## src/inc/pfs_pkg.sv

```systemverilog
// Package of register map, field layout and reset values for the channel 3 source selection
//////////////////////////////////////////////////////////////////////////////
//////////////////////////////////////////////////////////////////////////////
package pfs_pkg;
  // Register byte addresses
  localparam logic [31:0] CLIM_OFS = 32'h0003_0064;
  localparam logic [31:0] AB_OFS = 32'h0003_0068;
  localparam logic [31:0] INT_STATUS_OFS = 32'h0003_0080;
  localparam logic [31:0] INT_MASK_OFS = 32'h0003_0084;
  localparam logic [31:0] SRC_STATE_OFS = 32'h0003_0088;
  // Register widths
  localparam int CLIM_W = 17;
  localparam int AB_W = 15;
  localparam int INT_W = 2;
  localparam int SRC_W = 16;
  // Current-limit select field positions
  localparam int CLIM_PEAK_BIT = 16;
  localparam int CLIM_DCMP_LSB = 12;
  localparam int CLIM_RSVD_BIT = 11;
  localparam int CLIM_FAULT_LSB = 7;
  localparam int CLIM_ACMP_LSB = 0;
  // A/B fault select field positions
  localparam int AB_DCMP_LSB = 11;
  localparam int AB_FAULT_LSB = 7;
  localparam int AB_ACMP_LSB = 0;
  // Interrupt status and mask bit positions
  localparam int INT_CLIM_BIT = 0;
  localparam int INT_AB_BIT = 1;
  // Writable bits and reset values
  localparam logic [CLIM_W-1:0] CLIM_WMASK = 17'h1F7FF;
  localparam logic [CLIM_W-1:0] CLIM_RST = 17'h00000;
  localparam logic [AB_W-1:0] AB_RST = 15'h0000;
  localparam logic [INT_W-1:0] INT_RST = 2'h0;
endpackage : pfs_pkg

```

## src/inc/pfs_src_if.sv

```systemverilog
// Interface carrying the conditioned detection sources and the unsynchronised digital comparators to the selection gates
interface pfs_src_if;
  logic peak;
  logic [3:0] dcmp;
  logic [3:0] fault;
  logic [6:0] acmp;
  modport source (output peak, output dcmp, output fault, output acmp);
  modport sink (input peak, input dcmp, input fault, input acmp);
endinterface : pfs_src_if

```

## src/verilog/pfs_top.sv

```systemverilog
// Channel 3 current-limit and A/B fault source selection with register port and interrupt
//
// Decided for this implementation: strobed register access.
module pfs_top
  import pfs_pkg::*;
(
  input wire logic CLK,
  input wire logic RST_N,
  input wire logic [31:0] ADDR,
  input wire logic [31:0] WDATA,
  input wire logic WR,
  input wire logic RD,
  output logic [31:0] RDATA,
  input wire logic PEAK_CURRENT_DET,
  input wire logic [3:0] DIGITAL_CMP,
  input wire logic [3:0] EXT_FAULT_IN,
  input wire logic [6:0] ANALOG_CMP,
  output logic CLIM_TRIG,
  output logic FAULT_AB_TRIG,
  output logic IRQ
);

  //////////////////////////////////////////////////////////////////////////////
  // Declarations

  logic [CLIM_W-1:0] clim_sel;
  logic [AB_W-1:0] ab_sel;
  logic [INT_W-1:0] int_status;
  logic [INT_W-1:0] int_mask;
  logic [11:0] async_raw;
  logic [11:0] async_sync;
  logic peak_s;
  logic [3:0] fault_s;
  logic [6:0] acmp_s;
  logic clim_hit;
  logic ab_hit;
  logic [INT_W-1:0] int_event;
  logic [INT_W-1:0] int_clear;
  logic wr_clim;
  logic wr_ab;
  logic wr_status;
  logic wr_mask;
  logic [31:0] next_rdata;
  logic clim_written;
  logic ab_written;

  //////////////////////////////////////////////////////////////////////////////
  // Input conditioning

  // Pins and analog results come from outside the clock domain
  assign async_raw = {PEAK_CURRENT_DET, EXT_FAULT_IN, ANALOG_CMP};

  pfs_sync #(
    .W(12)
  ) u_sync (
    .clk(CLK),
    .rst_n(RST_N),
    .din(async_raw),
    .dout(async_sync)
  );

  // Split the filtered bundle back into its sources
  assign peak_s = async_sync[11];
  assign fault_s = async_sync[10:7];
  assign acmp_s = async_sync[6:0];

  // Digital comparators share the clock and need no synchroniser
  pfs_src_if src_bus ();
  assign src_bus.peak = peak_s;
  assign src_bus.dcmp = DIGITAL_CMP;
  assign src_bus.fault = fault_s;
  assign src_bus.acmp = acmp_s;

  //////////////////////////////////////////////////////////////////////////////
  // Source selection

  // Current-limit gate, seventeen-bit layout with peak current on top
  pfs_src_gate #(
    .WITH_PEAK(1'b1),
    .W(CLIM_W)
  ) u_clim_gate (
    .src(src_bus),
    .sel(clim_sel),
    .hit(clim_hit)
  );

  // A/B fault gate, fifteen-bit layout without peak current
  pfs_src_gate #(
    .WITH_PEAK(1'b0),
    .W(AB_W)
  ) u_ab_gate (
    .src(src_bus),
    .sel(ab_sel),
    .hit(ab_hit)
  );

  // Registered triggers towards the limit and fault responses
  always_ff @(posedge CLK or negedge RST_N) begin
    if (!RST_N) begin
      CLIM_TRIG <= 1'b0;
      FAULT_AB_TRIG <= 1'b0;
    end else begin
      CLIM_TRIG <= clim_hit;
      FAULT_AB_TRIG <= ab_hit;
    end
  end

  //////////////////////////////////////////////////////////////////////////////
  // Register writes

  // Address decode of the write strobe
  assign wr_clim = WR && (ADDR == CLIM_OFS);
  assign wr_ab = WR && (ADDR == AB_OFS);
  assign wr_status = WR && (ADDR == INT_STATUS_OFS);
  assign wr_mask = WR && (ADDR == INT_MASK_OFS);

  // Current-limit select; the unused bit is never stored
  always_ff @(posedge CLK or negedge RST_N) begin
    if (!RST_N) begin
      clim_sel <= CLIM_RST;
    end else if (wr_clim) begin
      clim_sel <= WDATA[CLIM_W-1:0] & CLIM_WMASK;
    end
  end

  // A/B fault select
  always_ff @(posedge CLK or negedge RST_N) begin
    if (!RST_N) begin
      ab_sel <= AB_RST;
    end else if (wr_ab) begin
      ab_sel <= WDATA[AB_W-1:0];
    end
  end

  // Interrupt mask
  always_ff @(posedge CLK or negedge RST_N) begin
    if (!RST_N) begin
      int_mask <= INT_RST;
    end else if (wr_mask) begin
      int_mask <= WDATA[INT_W-1:0];
    end
  end

  //////////////////////////////////////////////////////////////////////////////
  // Interrupt status

  // Events are the rising edges of each trigger
  assign int_event[INT_CLIM_BIT] = clim_hit && !CLIM_TRIG;
  assign int_event[INT_AB_BIT] = ab_hit && !FAULT_AB_TRIG;
  assign int_clear = wr_status ? WDATA[INT_W-1:0] : INT_RST;

  // Sticky bits; a new event wins over a simultaneous clear
  always_ff @(posedge CLK or negedge RST_N) begin
    if (!RST_N) begin
      int_status <= INT_RST;
    end else begin
      int_status <= (int_status & ~int_clear) | int_event;
    end
  end

  // Level interrupt while any unmasked bit stands
  always_ff @(posedge CLK or negedge RST_N) begin
    if (!RST_N) begin
      IRQ <= 1'b0;
    end else begin
      IRQ <= |(int_status & int_mask);
    end
  end

  //////////////////////////////////////////////////////////////////////////////
  // Register reads

  // Read mux; unmapped addresses read zero
  always_comb begin
    next_rdata = 32'h0000_0000;
    if (RD) begin
      unique case (ADDR)
        CLIM_OFS: next_rdata = {15'h0000, clim_sel};
        AB_OFS: next_rdata = {17'h00000, ab_sel};
        INT_STATUS_OFS: next_rdata = {30'h0000_0000, int_status};
        INT_MASK_OFS: next_rdata = {30'h0000_0000, int_mask};
        SRC_STATE_OFS: next_rdata = {16'h0000, peak_s, DIGITAL_CMP, fault_s, acmp_s};
        default: next_rdata = 32'h0000_0000;
      endcase
    end
  end

  // Read data stands only in the cycle after the strobe
  always_ff @(posedge CLK or negedge RST_N) begin
    if (!RST_N) begin
      RDATA <= 32'h0000_0000;
    end else begin
      RDATA <= next_rdata;
    end
  end

  //////////////////////////////////////////////////////////////////////////////
  // Checks

  // Helper flags: has software ever written each select register
  always_ff @(posedge CLK or negedge RST_N) begin
    if (!RST_N) begin
      clim_written <= 1'b0;
      ab_written <= 1'b0;
    end else begin
      if (wr_clim) begin
        clim_written <= 1'b1;
      end
      if (wr_ab) begin
        ab_written <= 1'b1;
      end
    end
  end
endmodule : pfs_top

```

## src/verilog/pfs_sync.sv

```systemverilog
// Three-stage synchroniser with agreement filter for asynchronous source inputs
module pfs_sync
  import pfs_pkg::*;
#(
  parameter int W = 12
) (
  input wire logic clk,
  input wire logic rst_n,
  input wire logic [W-1:0] din,
  output logic [W-1:0] dout
);
  logic [W-1:0] s1;
  logic [W-1:0] s2;
  logic [W-1:0] s3;

  // Shift chain; the first stage feeds only the second
  always_ff @(posedge clk or negedge rst_n) begin
    if (!rst_n) begin
      s1 <= '0;
      s2 <= '0;
      s3 <= '0;
    end else begin
      s1 <= din;
      s2 <= s1;
      s3 <= s2;
    end
  end

  // Accept a change only where stages two and three agree
  always_ff @(posedge clk or negedge rst_n) begin
    if (!rst_n) begin
      dout <= '0;
    end else begin
      for (int i = 0; i < W; i++) begin
        if (s2[i] == s3[i]) begin
          dout[i] <= s3[i];
        end
      end
    end
  end
endmodule : pfs_sync

```

## src/verilog/pfs_src_gate.sv

```systemverilog
// Select gate: ANDs each source with its enable and ORs the results
module pfs_src_gate
  import pfs_pkg::*;
#(
  parameter bit WITH_PEAK = 1'b1,
  parameter int W = CLIM_W
) (
  pfs_src_if.sink src,
  input wire logic [W-1:0] sel,
  output logic hit
);
  logic [W-1:0] vec;

  // Arrange sources in the bit layout of the matching select register
  generate
    if (WITH_PEAK) begin : g_clim
      assign vec = {src.peak, src.dcmp, 1'b0, src.fault, src.acmp};
    end else begin : g_ab
      assign vec = {src.dcmp, src.fault, src.acmp};
    end
  endgenerate

  // Any enabled source raises the trigger
  assign hit = |(sel & vec);
endmodule : pfs_src_gate

```

## config.mk

```make
export PLATFORM = sky130hd
export DESIGN_NAME = pfs_top
export DESIGN_NICKNAME = d
export VERILOG_FILES = /design/src/inc/pfs_pkg.sv /design/src/inc/pfs_src_if.sv /design/src/verilog/pfs_top.sv /design/src/verilog/pfs_sync.sv /design/src/verilog/pfs_src_gate.sv
export SDC_FILE = /design/constraint.sdc
export NUM_CORES = 1
export LEC_CHECK = 0
export ABC_AREA = 1
export BUFFER_PORTS_ARGS = -buffer_cell sky130_fd_sc_hd__buf_4
export CORE_MARGIN = 2
export CORE_UTILIZATION = 24
export CTS_CLUSTER_DIAMETER = 30
export DETAILED_ROUTE_END_ITERATION = 8
export GPL_TIMING_DRIVEN = 0
export HOLD_SLACK_MARGIN = 0.15
export SYNTH_ARGS = -nofsm -noshare
export SYNTH_HDL_FRONTEND = slang
export SYNTH_SLANG_ARGS = --single-unit
```

## constraint.sdc

```tcl
create_clock -name CLK -period 1.2 [get_ports CLK]
set_clock_uncertainty 0.1 [all_clocks]
set_input_delay 0.24 -clock CLK [delete_from_list [all_inputs] [get_ports CLK]]
set_output_delay 0.24 -clock CLK [all_outputs]
set_load 0.005 [all_outputs]
```

==> results of run 1 <==
## registers in the layout, summed over array words and instances, names as in the netlist
register,flops
RDATA,17
clim_sel,16
ab_sel,15
u_sync.dout,12
u_sync.s1,12
u_sync.s2,12
u_sync.s3,12
int_mask,2
int_status,2
CLIM_TRIG,1
FAULT_AB_TRIG,1
IRQ,1
## report_power, final
part / internal (mW) / switching [mW]
Clock: 1.79 / 1.28
Sequential: 3.57 / 0.0829
Combinational: 0.347 / 0.272
Total: 5.71 / 1.64
## layout make-up
class                      count  area [um^2]  share of cell area (%)
buffer                        24          241                    3.38
clock buffer                  12          267                    3.73
clock inverter                 4         51.3                   0.718
inverter                      50          208                    2.91
multi-input combinational    293         1940                    27.1
sequential                   103         2580                    36.1
tap                          225          282                    3.94
timing repair buffer         159         1580                    22.1
## cells by family (layout without fill, tap and decap cells)
| group | after synthesis | count (layout) | share of synthesized area [%] |
|---|---|---|---|
| adder cells (fa/ha/maj) | 12 | 12 | 2.81 |
| AND/OR/NAND/NOR | 220 | 220 | 21.6 |
| other | 1 | 15 | 0.0878 |
| buffers and inverters | 75 | 249 | 8.58 |
| flip-flops | 103 | 103 | 60.4 |
| AO/OA/AOI/OAI | 46 | 46 | 6.53 |
## worst max-delay path, cell delays in order, from the launching register on
cell     delay [ns]
dfrtp_1        0.43
a22o_1         0.23
a21oi_1        0.16
nand4_1        0.20
buf_4          0.19
## synth_stat cells
master / count
nand3_1: 23
buf_1: 1
o2111ai_1: 1
nand2_4: 1
nand4_1: 2
inv_1: 46
nor2_8: 1
nor3b_1: 1
nor2_2: 4
o21ai_2: 5
conb_1: 1
nor3_1: 1
maj3_1: 12
a221oi_1: 5
nand2_2: 4
a21oi_1: 2
nand2_1: 142
nor2_1: 39
o21ai_1: 15
buf_6: 2
buf_4: 17
dfrtp_1: 103
nor2_4: 2
a22o_1: 2
buf_2: 5
o21ai_0: 16
inv_2: 4
## metal layers
metal	global-route usage (%)	vias to the layer above	part of all wire (%)
met5	0	-	0
met4	5.10	0	2.0
met3	3.31	25	6.9
met2	21.4	107	49
met1	15.9	1742	42
li1	-	1773	-
## metrics by stage
| stage | power (mW) | TNS (ns) |
|---|---|---|
| 3_5_place_dp | 4.15 | -61.59 |
| 5_1_grt | 7.65 | -6.75 |
| 4_1_cts | 7.38 | -2.24 |
| 6_report | 7.35 | -3.49 |
| 3_3_place_gp | 4.14 | -59.56 |
| 2_1_floorplan | 3.83 | -7.17 |
## worst max path at each step
stage	end	slack (ns)	cells past startpoint
floorplan	ab_sel[7]$_DFFE_PN0P_	-0.21	10
global placement	RDATA[3]$_DFF_PN0_	-0.58	11
detailed placement	RDATA[3]$_DFF_PN0_	-0.58	11
CTS	int_status[1]$_DFF_PN0_	-0.20	6
global route	int_status[1]$_DFF_PN0_	-0.26	6
finish	FAULT_AB_TRIG$_DFF_PN0_	-0.20	4
## timing repair
action                                  in CTS  in global routing
gates resized for setup                    128                132
hold endpoints to repair                   159                103
buffers inserted                            20                  9
gates cloned                                 7                  1
pin swaps                                   38                 48
endpoints found under the setup margin      62                 74
==> summary.md, run 1 <==
| Metric | Value |
|---|---|
| Most frequent cells in the layout | `100 x dfrtp_1, 82 x buf_4, 73 x nand2_1` |
| Pwr Density | `1030 nW/um^2` |
| Pin slew with the least headroom to its limit | `~0.93 ns` |
| Die ar. | `roughly 19,000 um^2` |
| Max VDD drop | `just under 0.0009 V` |
| Final setup fails | `49` |
| Min Hold Slack | `-0.0894 ns` |
| Mapped Area | `4270 um^2` |
| Final Wtd Congestion | `about 0.81` |
| IO Pins | `about 120` |
| Max FO, Critical Path | `4` |
| Drt first pass iters | `4` |
| Slew headroom | `38.0%` |
| Final Worst Setup Slack | `-0.199 ns` |
| Initial Util | `24.6%` |
| Slew Limit Fails | `0` |
| All-Layer GR Usage | `between 10% and 20%` |
| Register area share after synthesis | `60.4%` |
| Placed inst area | `5300 um^2` |
| CP Capture Type | `flip-flop` |
| Status | `finished, violations left` |
| Final Instance Area | `around 7100 um^2` |
| Worst hold-check path type | `input pin to async pin` |
| Flops & latches, synth | `103` |
| Synth area leaders | `dfrtp_1 60%, nand2_1 12%, inv_1 4.0%` |
| Dpl ws | `-0.582 ns` |
| Row cnt | `between 40 and 50` |
| Reg clk slew, reported paths | `0.07 ns` |
| Crit path kind | `flip-flop to flip-flop` |
| Distinct cell type count after synthesis | `27` |
| Congestion Overflow GR | `0` |
| First-pass GRT wire length | `around 18,000 um` |
| CTS Hold Bufs | `34` |
| R2R Setup Slk | `-0.20 ns` |
| Ys Warns | `0` |
| Core area | `17,400 um^2` |
| Root Buffer | `clkbuf_16` |
| Worst-Skew Late Latency | `0.36 ns` |
| Critical Path Start | `u_sync.dout[3]$_DFFE_PN0N_` |
| Fin cells | `870` |
| Die Y | `around 140 um` |
| Via density | `4.19` |
| Number of global-route vias before repair | `3,608` |
| Area leader, netlist | `dfrtp_1` |
| Initial DRC Count | `188` |
| Fin util | `41.2%` |
| Number of CTS-inserted buffers | `9` |
| Most common cell after layout, fill and taps aside | `dfrtp_1` |
| Min cycle time layout | `1.40 ns` |
| Largest net degree at the start of global routing | `104` |
| Final worst-path cycle share | `117%` |
| Leakage power | `3.61 nW` |
| Die Wd | `137 um` |
| Port Buffers | `88` |
| Mapped Cells | `457` |
| Residual DRC | `0` |
| Antenna viol nets, final | `0` |
| Fmax | `between 700 and 800 MHz` |
| H-tree depth | `3` |
| Filler Cell Count | `1,645` |
| Hold Fails Final Rpt | `103` |
| Final wirelength | `roughly 12,000 um` |
| Cell count after placement | `784` |
| Initial antenna violation count | `0` |
| Post-DP HPWL | `7510 um` |
| Worst R2R End | `FAULT_AB_TRIG$_DFF_PN0_` |
| Vias | `3,647` |
| Post-layout nets | `approximately 720` |
| Clock Path Buffers | `2` |
| Maxcap violations | `0` |
| Clock Sinks | `103` |
| TritonCTS clock tree | `built` |
| Antenna cell count | `0` |
| Setup crit start kind | `flip-flop` |
| RSZ-0062 raised after global routing | `true` |
| Syn avg cell area | `9.34 um^2` |
| Failing checks | `negative hold slack, negative setup slack` |
| Req. time, crit path | `1.36 ns` |
| Synth top area share | `60.4%` |
| Syn-to-layout area delta | `67.4%` |
| Drt wl/cell | `13.9 um` |
| Worst R2R Start | `u_sync.dout[3]$_DFFE_PN0N_` |
| Worst EP arrival | `1.56 ns` |
| Ratio of cells with drive above 1 in the final layout | `49.3%` |
| Register-to-Register Path Depth | `4` |
Power figures use the tool's default switching activity.
==> run 2, diff against run 1 <==
--- a/config.mk
+++ b/config.mk
@@ -12,7 +12,7 @@
 export CTS_CLUSTER_DIAMETER = 30
 export DETAILED_ROUTE_END_ITERATION = 8
 export GPL_TIMING_DRIVEN = 0
-export HOLD_SLACK_MARGIN = 0.15
+export HOLD_SLACK_MARGIN = 0.08
 export SYNTH_ARGS = -nofsm -noshare
 export SYNTH_HDL_FRONTEND = slang
 export SYNTH_SLANG_ARGS = --single-unit
==> run 2 against run 1 <==
  * The flow still finishes with violations (negative hold slack, negative setup slack)
  * Combinational power is 1% lower
  * Hold slack lost 0.0033 ns
  * Sequential cell count unchanged
  * Fmax hardly changed
  * Die area unchanged
  * Register-to-register slack is essentially flat
  * Sequential power about the same
  * Cell area is 0.51% higher
  * Clock-buffer cell count unchanged
  * Wire length decreased by 0.15%
  * Via count barely moved
  * Critical path type unchanged
  * Largest cell class unchanged
  * Largest power group unchanged
==> summary.md, run 2 (synthesized netlist as in run 1, its figures left out) <==
| Metric | Value |
|---|---|
| Status | `finished, violations left` |
| Failing checks | `negative hold slack, negative setup slack` |
| Die ar. | `18,900 um^2` |
| CTS Hold Bufs | `31` |
| Clock Path Buffers | `2` |
| Cell count after placement | `a little under 800` |
| Dpl ws | `-0.582 ns` |
| Most common cell after layout, fill and taps aside | `dfrtp_1` |
| Row cnt | `48` |
| Post-DP HPWL | `7510 um` |
| Worst hold-check path type | `input pin to async pin` |
| Max FO, Critical Path | `4` |
| Slew headroom | `38.3%` |
| Max VDD drop | `0.000895 V` |
| Fmax | `715 MHz` |
| Leakage power | `3.62 nW` |
| Via density | `4.21` |
| Antenna viol nets, final | `0` |
| RSZ-0062 raised after global routing | `true` |
| Largest register FFs | `17` |
| Clock Sinks | `103` |
| Placed inst area | `5300 um^2` |
| Slew Limit Fails | `0` |
| Worst-Skew Late Latency | `0.36 ns` |
| Maxcap violations | `0` |
| Crit path kind | `flip-flop to flip-flop` |
| Setup crit start kind | `flip-flop` |
| Root Buffer | `clkbuf_16` |
| Clock Power Share | `between 40% and 50%` |
| Switching power | `1.62 mW` |
| Drt first pass iters | `4` |
| Final worst-path cycle share | `117%` |
| Syn-to-layout area delta | `68.2%` |
| Fin cells | `867` |
| Core area | `17,400 um^2` |
| Residual DRC | `0` |
| Final wirelength | `12,100 um` |
| Most frequent cells in the layout | `100 x dfrtp_1, 78 x buf_4, 64 x nand2_1` |
| Flop pwr share | `49.9%` |
| IO Pins | `~120` |
| Vias | `3,649` |
| Initial Util | `approximately 25%` |
| Die Y | `between 100 and 150 um` |
| P_int | `5.71 mW` |
| Final setup fails | `47` |
| Worst EP arrival | `approximately 1.6 ns` |
| Number of CTS-inserted buffers | `9` |
| Port Buffers | `88` |
| Register-to-Register Path Depth | `4` |
| Slowest CP cell | `dfrtp_1` |
| Final Instance Area | `7180 um^2` |
| Filler Cell Count | `1,638` |
| Comb pwr share | `8.3%` |
| Min Hold Slack | `-0.0927 ns` |
| Worst R2R End | `FAULT_AB_TRIG$_DFF_PN0_` |
| Req. time, crit path | `1.36 ns` |
| Ratio of cells with drive above 1 in the final layout | `51.2%` |
| Switch share | `between 20 and 25%` |
| Register area | `approximately 2600 um^2` |
| Number of global-route vias before repair | `between 3,000 and 4,000` |
| First-pass GRT wire length | `18,000 um` |
| Final Wtd Congestion | `0.812` |
| Pin slew with the least headroom to its limit | `0.925 ns` |
| Initial DRC Count | `~180` |
| Worst R2R Start | `u_sync.dout[3]$_DFFE_PN0N_` |
| Setup_tns | `-3.27 ns` |
| CP Capture Type | `flip-flop` |
| Initial antenna violation count | `0` |
| Post-layout nets | `between 700 and 800` |
| Largest net degree at the start of global routing | `104` |
| Pwr Density | `1020 nW/um^2` |
| Largest stage delay, worst path | `approximately 0.43 ns` |
| H-tree depth | `3` |
| Hold Fails Final Rpt | `103` |
| Die Wd | `between 100 and 150 um` |
| Final Worst Setup Slack | `-0.199 ns` |
| All-Layer GR Usage | `about 13%` |
| Area of the multi-input gates | `1980 um^2` |
| Antenna cell count | `0` |
| Reg clk slew, reported paths | `0.07 ns` |
| R2R Setup Slk | `-0.20 ns` |
| Min cycle time layout | `1.40 ns` |
| TritonCTS clock tree | `built` |
| Crit-path cells | `a22o_1 > a21oi_1 > nand4_1 > buf_4` |
| Largest regs | `RDATA: 17 flops, clim_sel: 16 flops, ab_sel: 15 flops` |
| Drt wl/cell | `13.9 um` |
| Register with the highest flop count | `RDATA` |
| Congestion Overflow GR | `0` |
-- run 2: layout make-up --
cell class | count | share of cell area (%)
buffer | 24 | 3.36
timing repair buffer | 156 | 21.9
multi-input combinational | 293 | 27.5
clock inverter | 4 | 0.714
inverter | 50 | 2.89
sequential | 103 | 35.9
clock buffer | 12 | 3.71
tap | 225 | 3.92
-- run 2: repair_timing --
item	4_1_cts	5_1_grt
pin swaps	38	47
hold endpoints to repair	149	103
gates cloned	7	1
gates resized for setup	128	149
setup buffers	20	10
setup endpoints to repair	62	74
-- run 2: power by group through the flow --
stage / sequential [mW] / combinational (mW) / clock, mW
floorplan: 3.69 / 0.147 / 0
global placement: 3.71 / 0.430 / 0
detailed placement: 3.71 / 0.436 / 0
CTS: 3.65 / 0.565 / 3.16
global route: 3.66 / 0.672 / 3.31
finish: 3.66 / 0.610 / 3.06
-- run 2: worst max-delay path: cells and delay by family, from the launching register on --
kind | cells | cell delay, ns
DFF | 1 | 0.43
and+or+nand+nor | 1 | 0.20
buffers and inverters | 1 | 0.19
AOI/OAI and AO/OA | 2 | 0.39
-- run 2: stage by stage --
step	power, mW	util (%)
global route	7.64	41.4
finish	7.33	41.4
global placement	4.14	30.6
floorplan	3.83	-
detailed placement	4.15	30.6
CTS	7.37	38.0
-- run 2: worst max-delay path by stage --
stage | depth (start not counted) | endpoint | startpoint | slack (ns)
final | 4 | FAULT_AB_TRIG$_DFF_PN0_ | u_sync.dout[3]$_DFFE_PN0N_ | -0.20
after global placement | 11 | RDATA[3]$_DFF_PN0_ | ADDR[31] | -0.58
after global routing | 6 | int_status[1]$_DFF_PN0_ | u_sync.dout[7]$_DFFE_PN0N_ | -0.30
after detailed placement | 11 | RDATA[3]$_DFF_PN0_ | ADDR[31] | -0.58
after CTS | 6 | int_status[1]$_DFF_PN0_ | u_sync.dout[7]$_DFFE_PN0N_ | -0.20
after floorplan | 10 | ab_sel[7]$_DFFE_PN0P_ | ADDR[9] | -0.21
-- run 2: routing by layer --
metal | part of all wire (%) | track usage, % | up-vias
met4 | 2.3 | 4.81 | 0
met5 | 0 | 0 | -
met2 | 49 | 21.4 | 108
li1 | - | - | 1769
met3 | 6.2 | 3.38 | 25
met1 | 42 | 15.7 | 1747
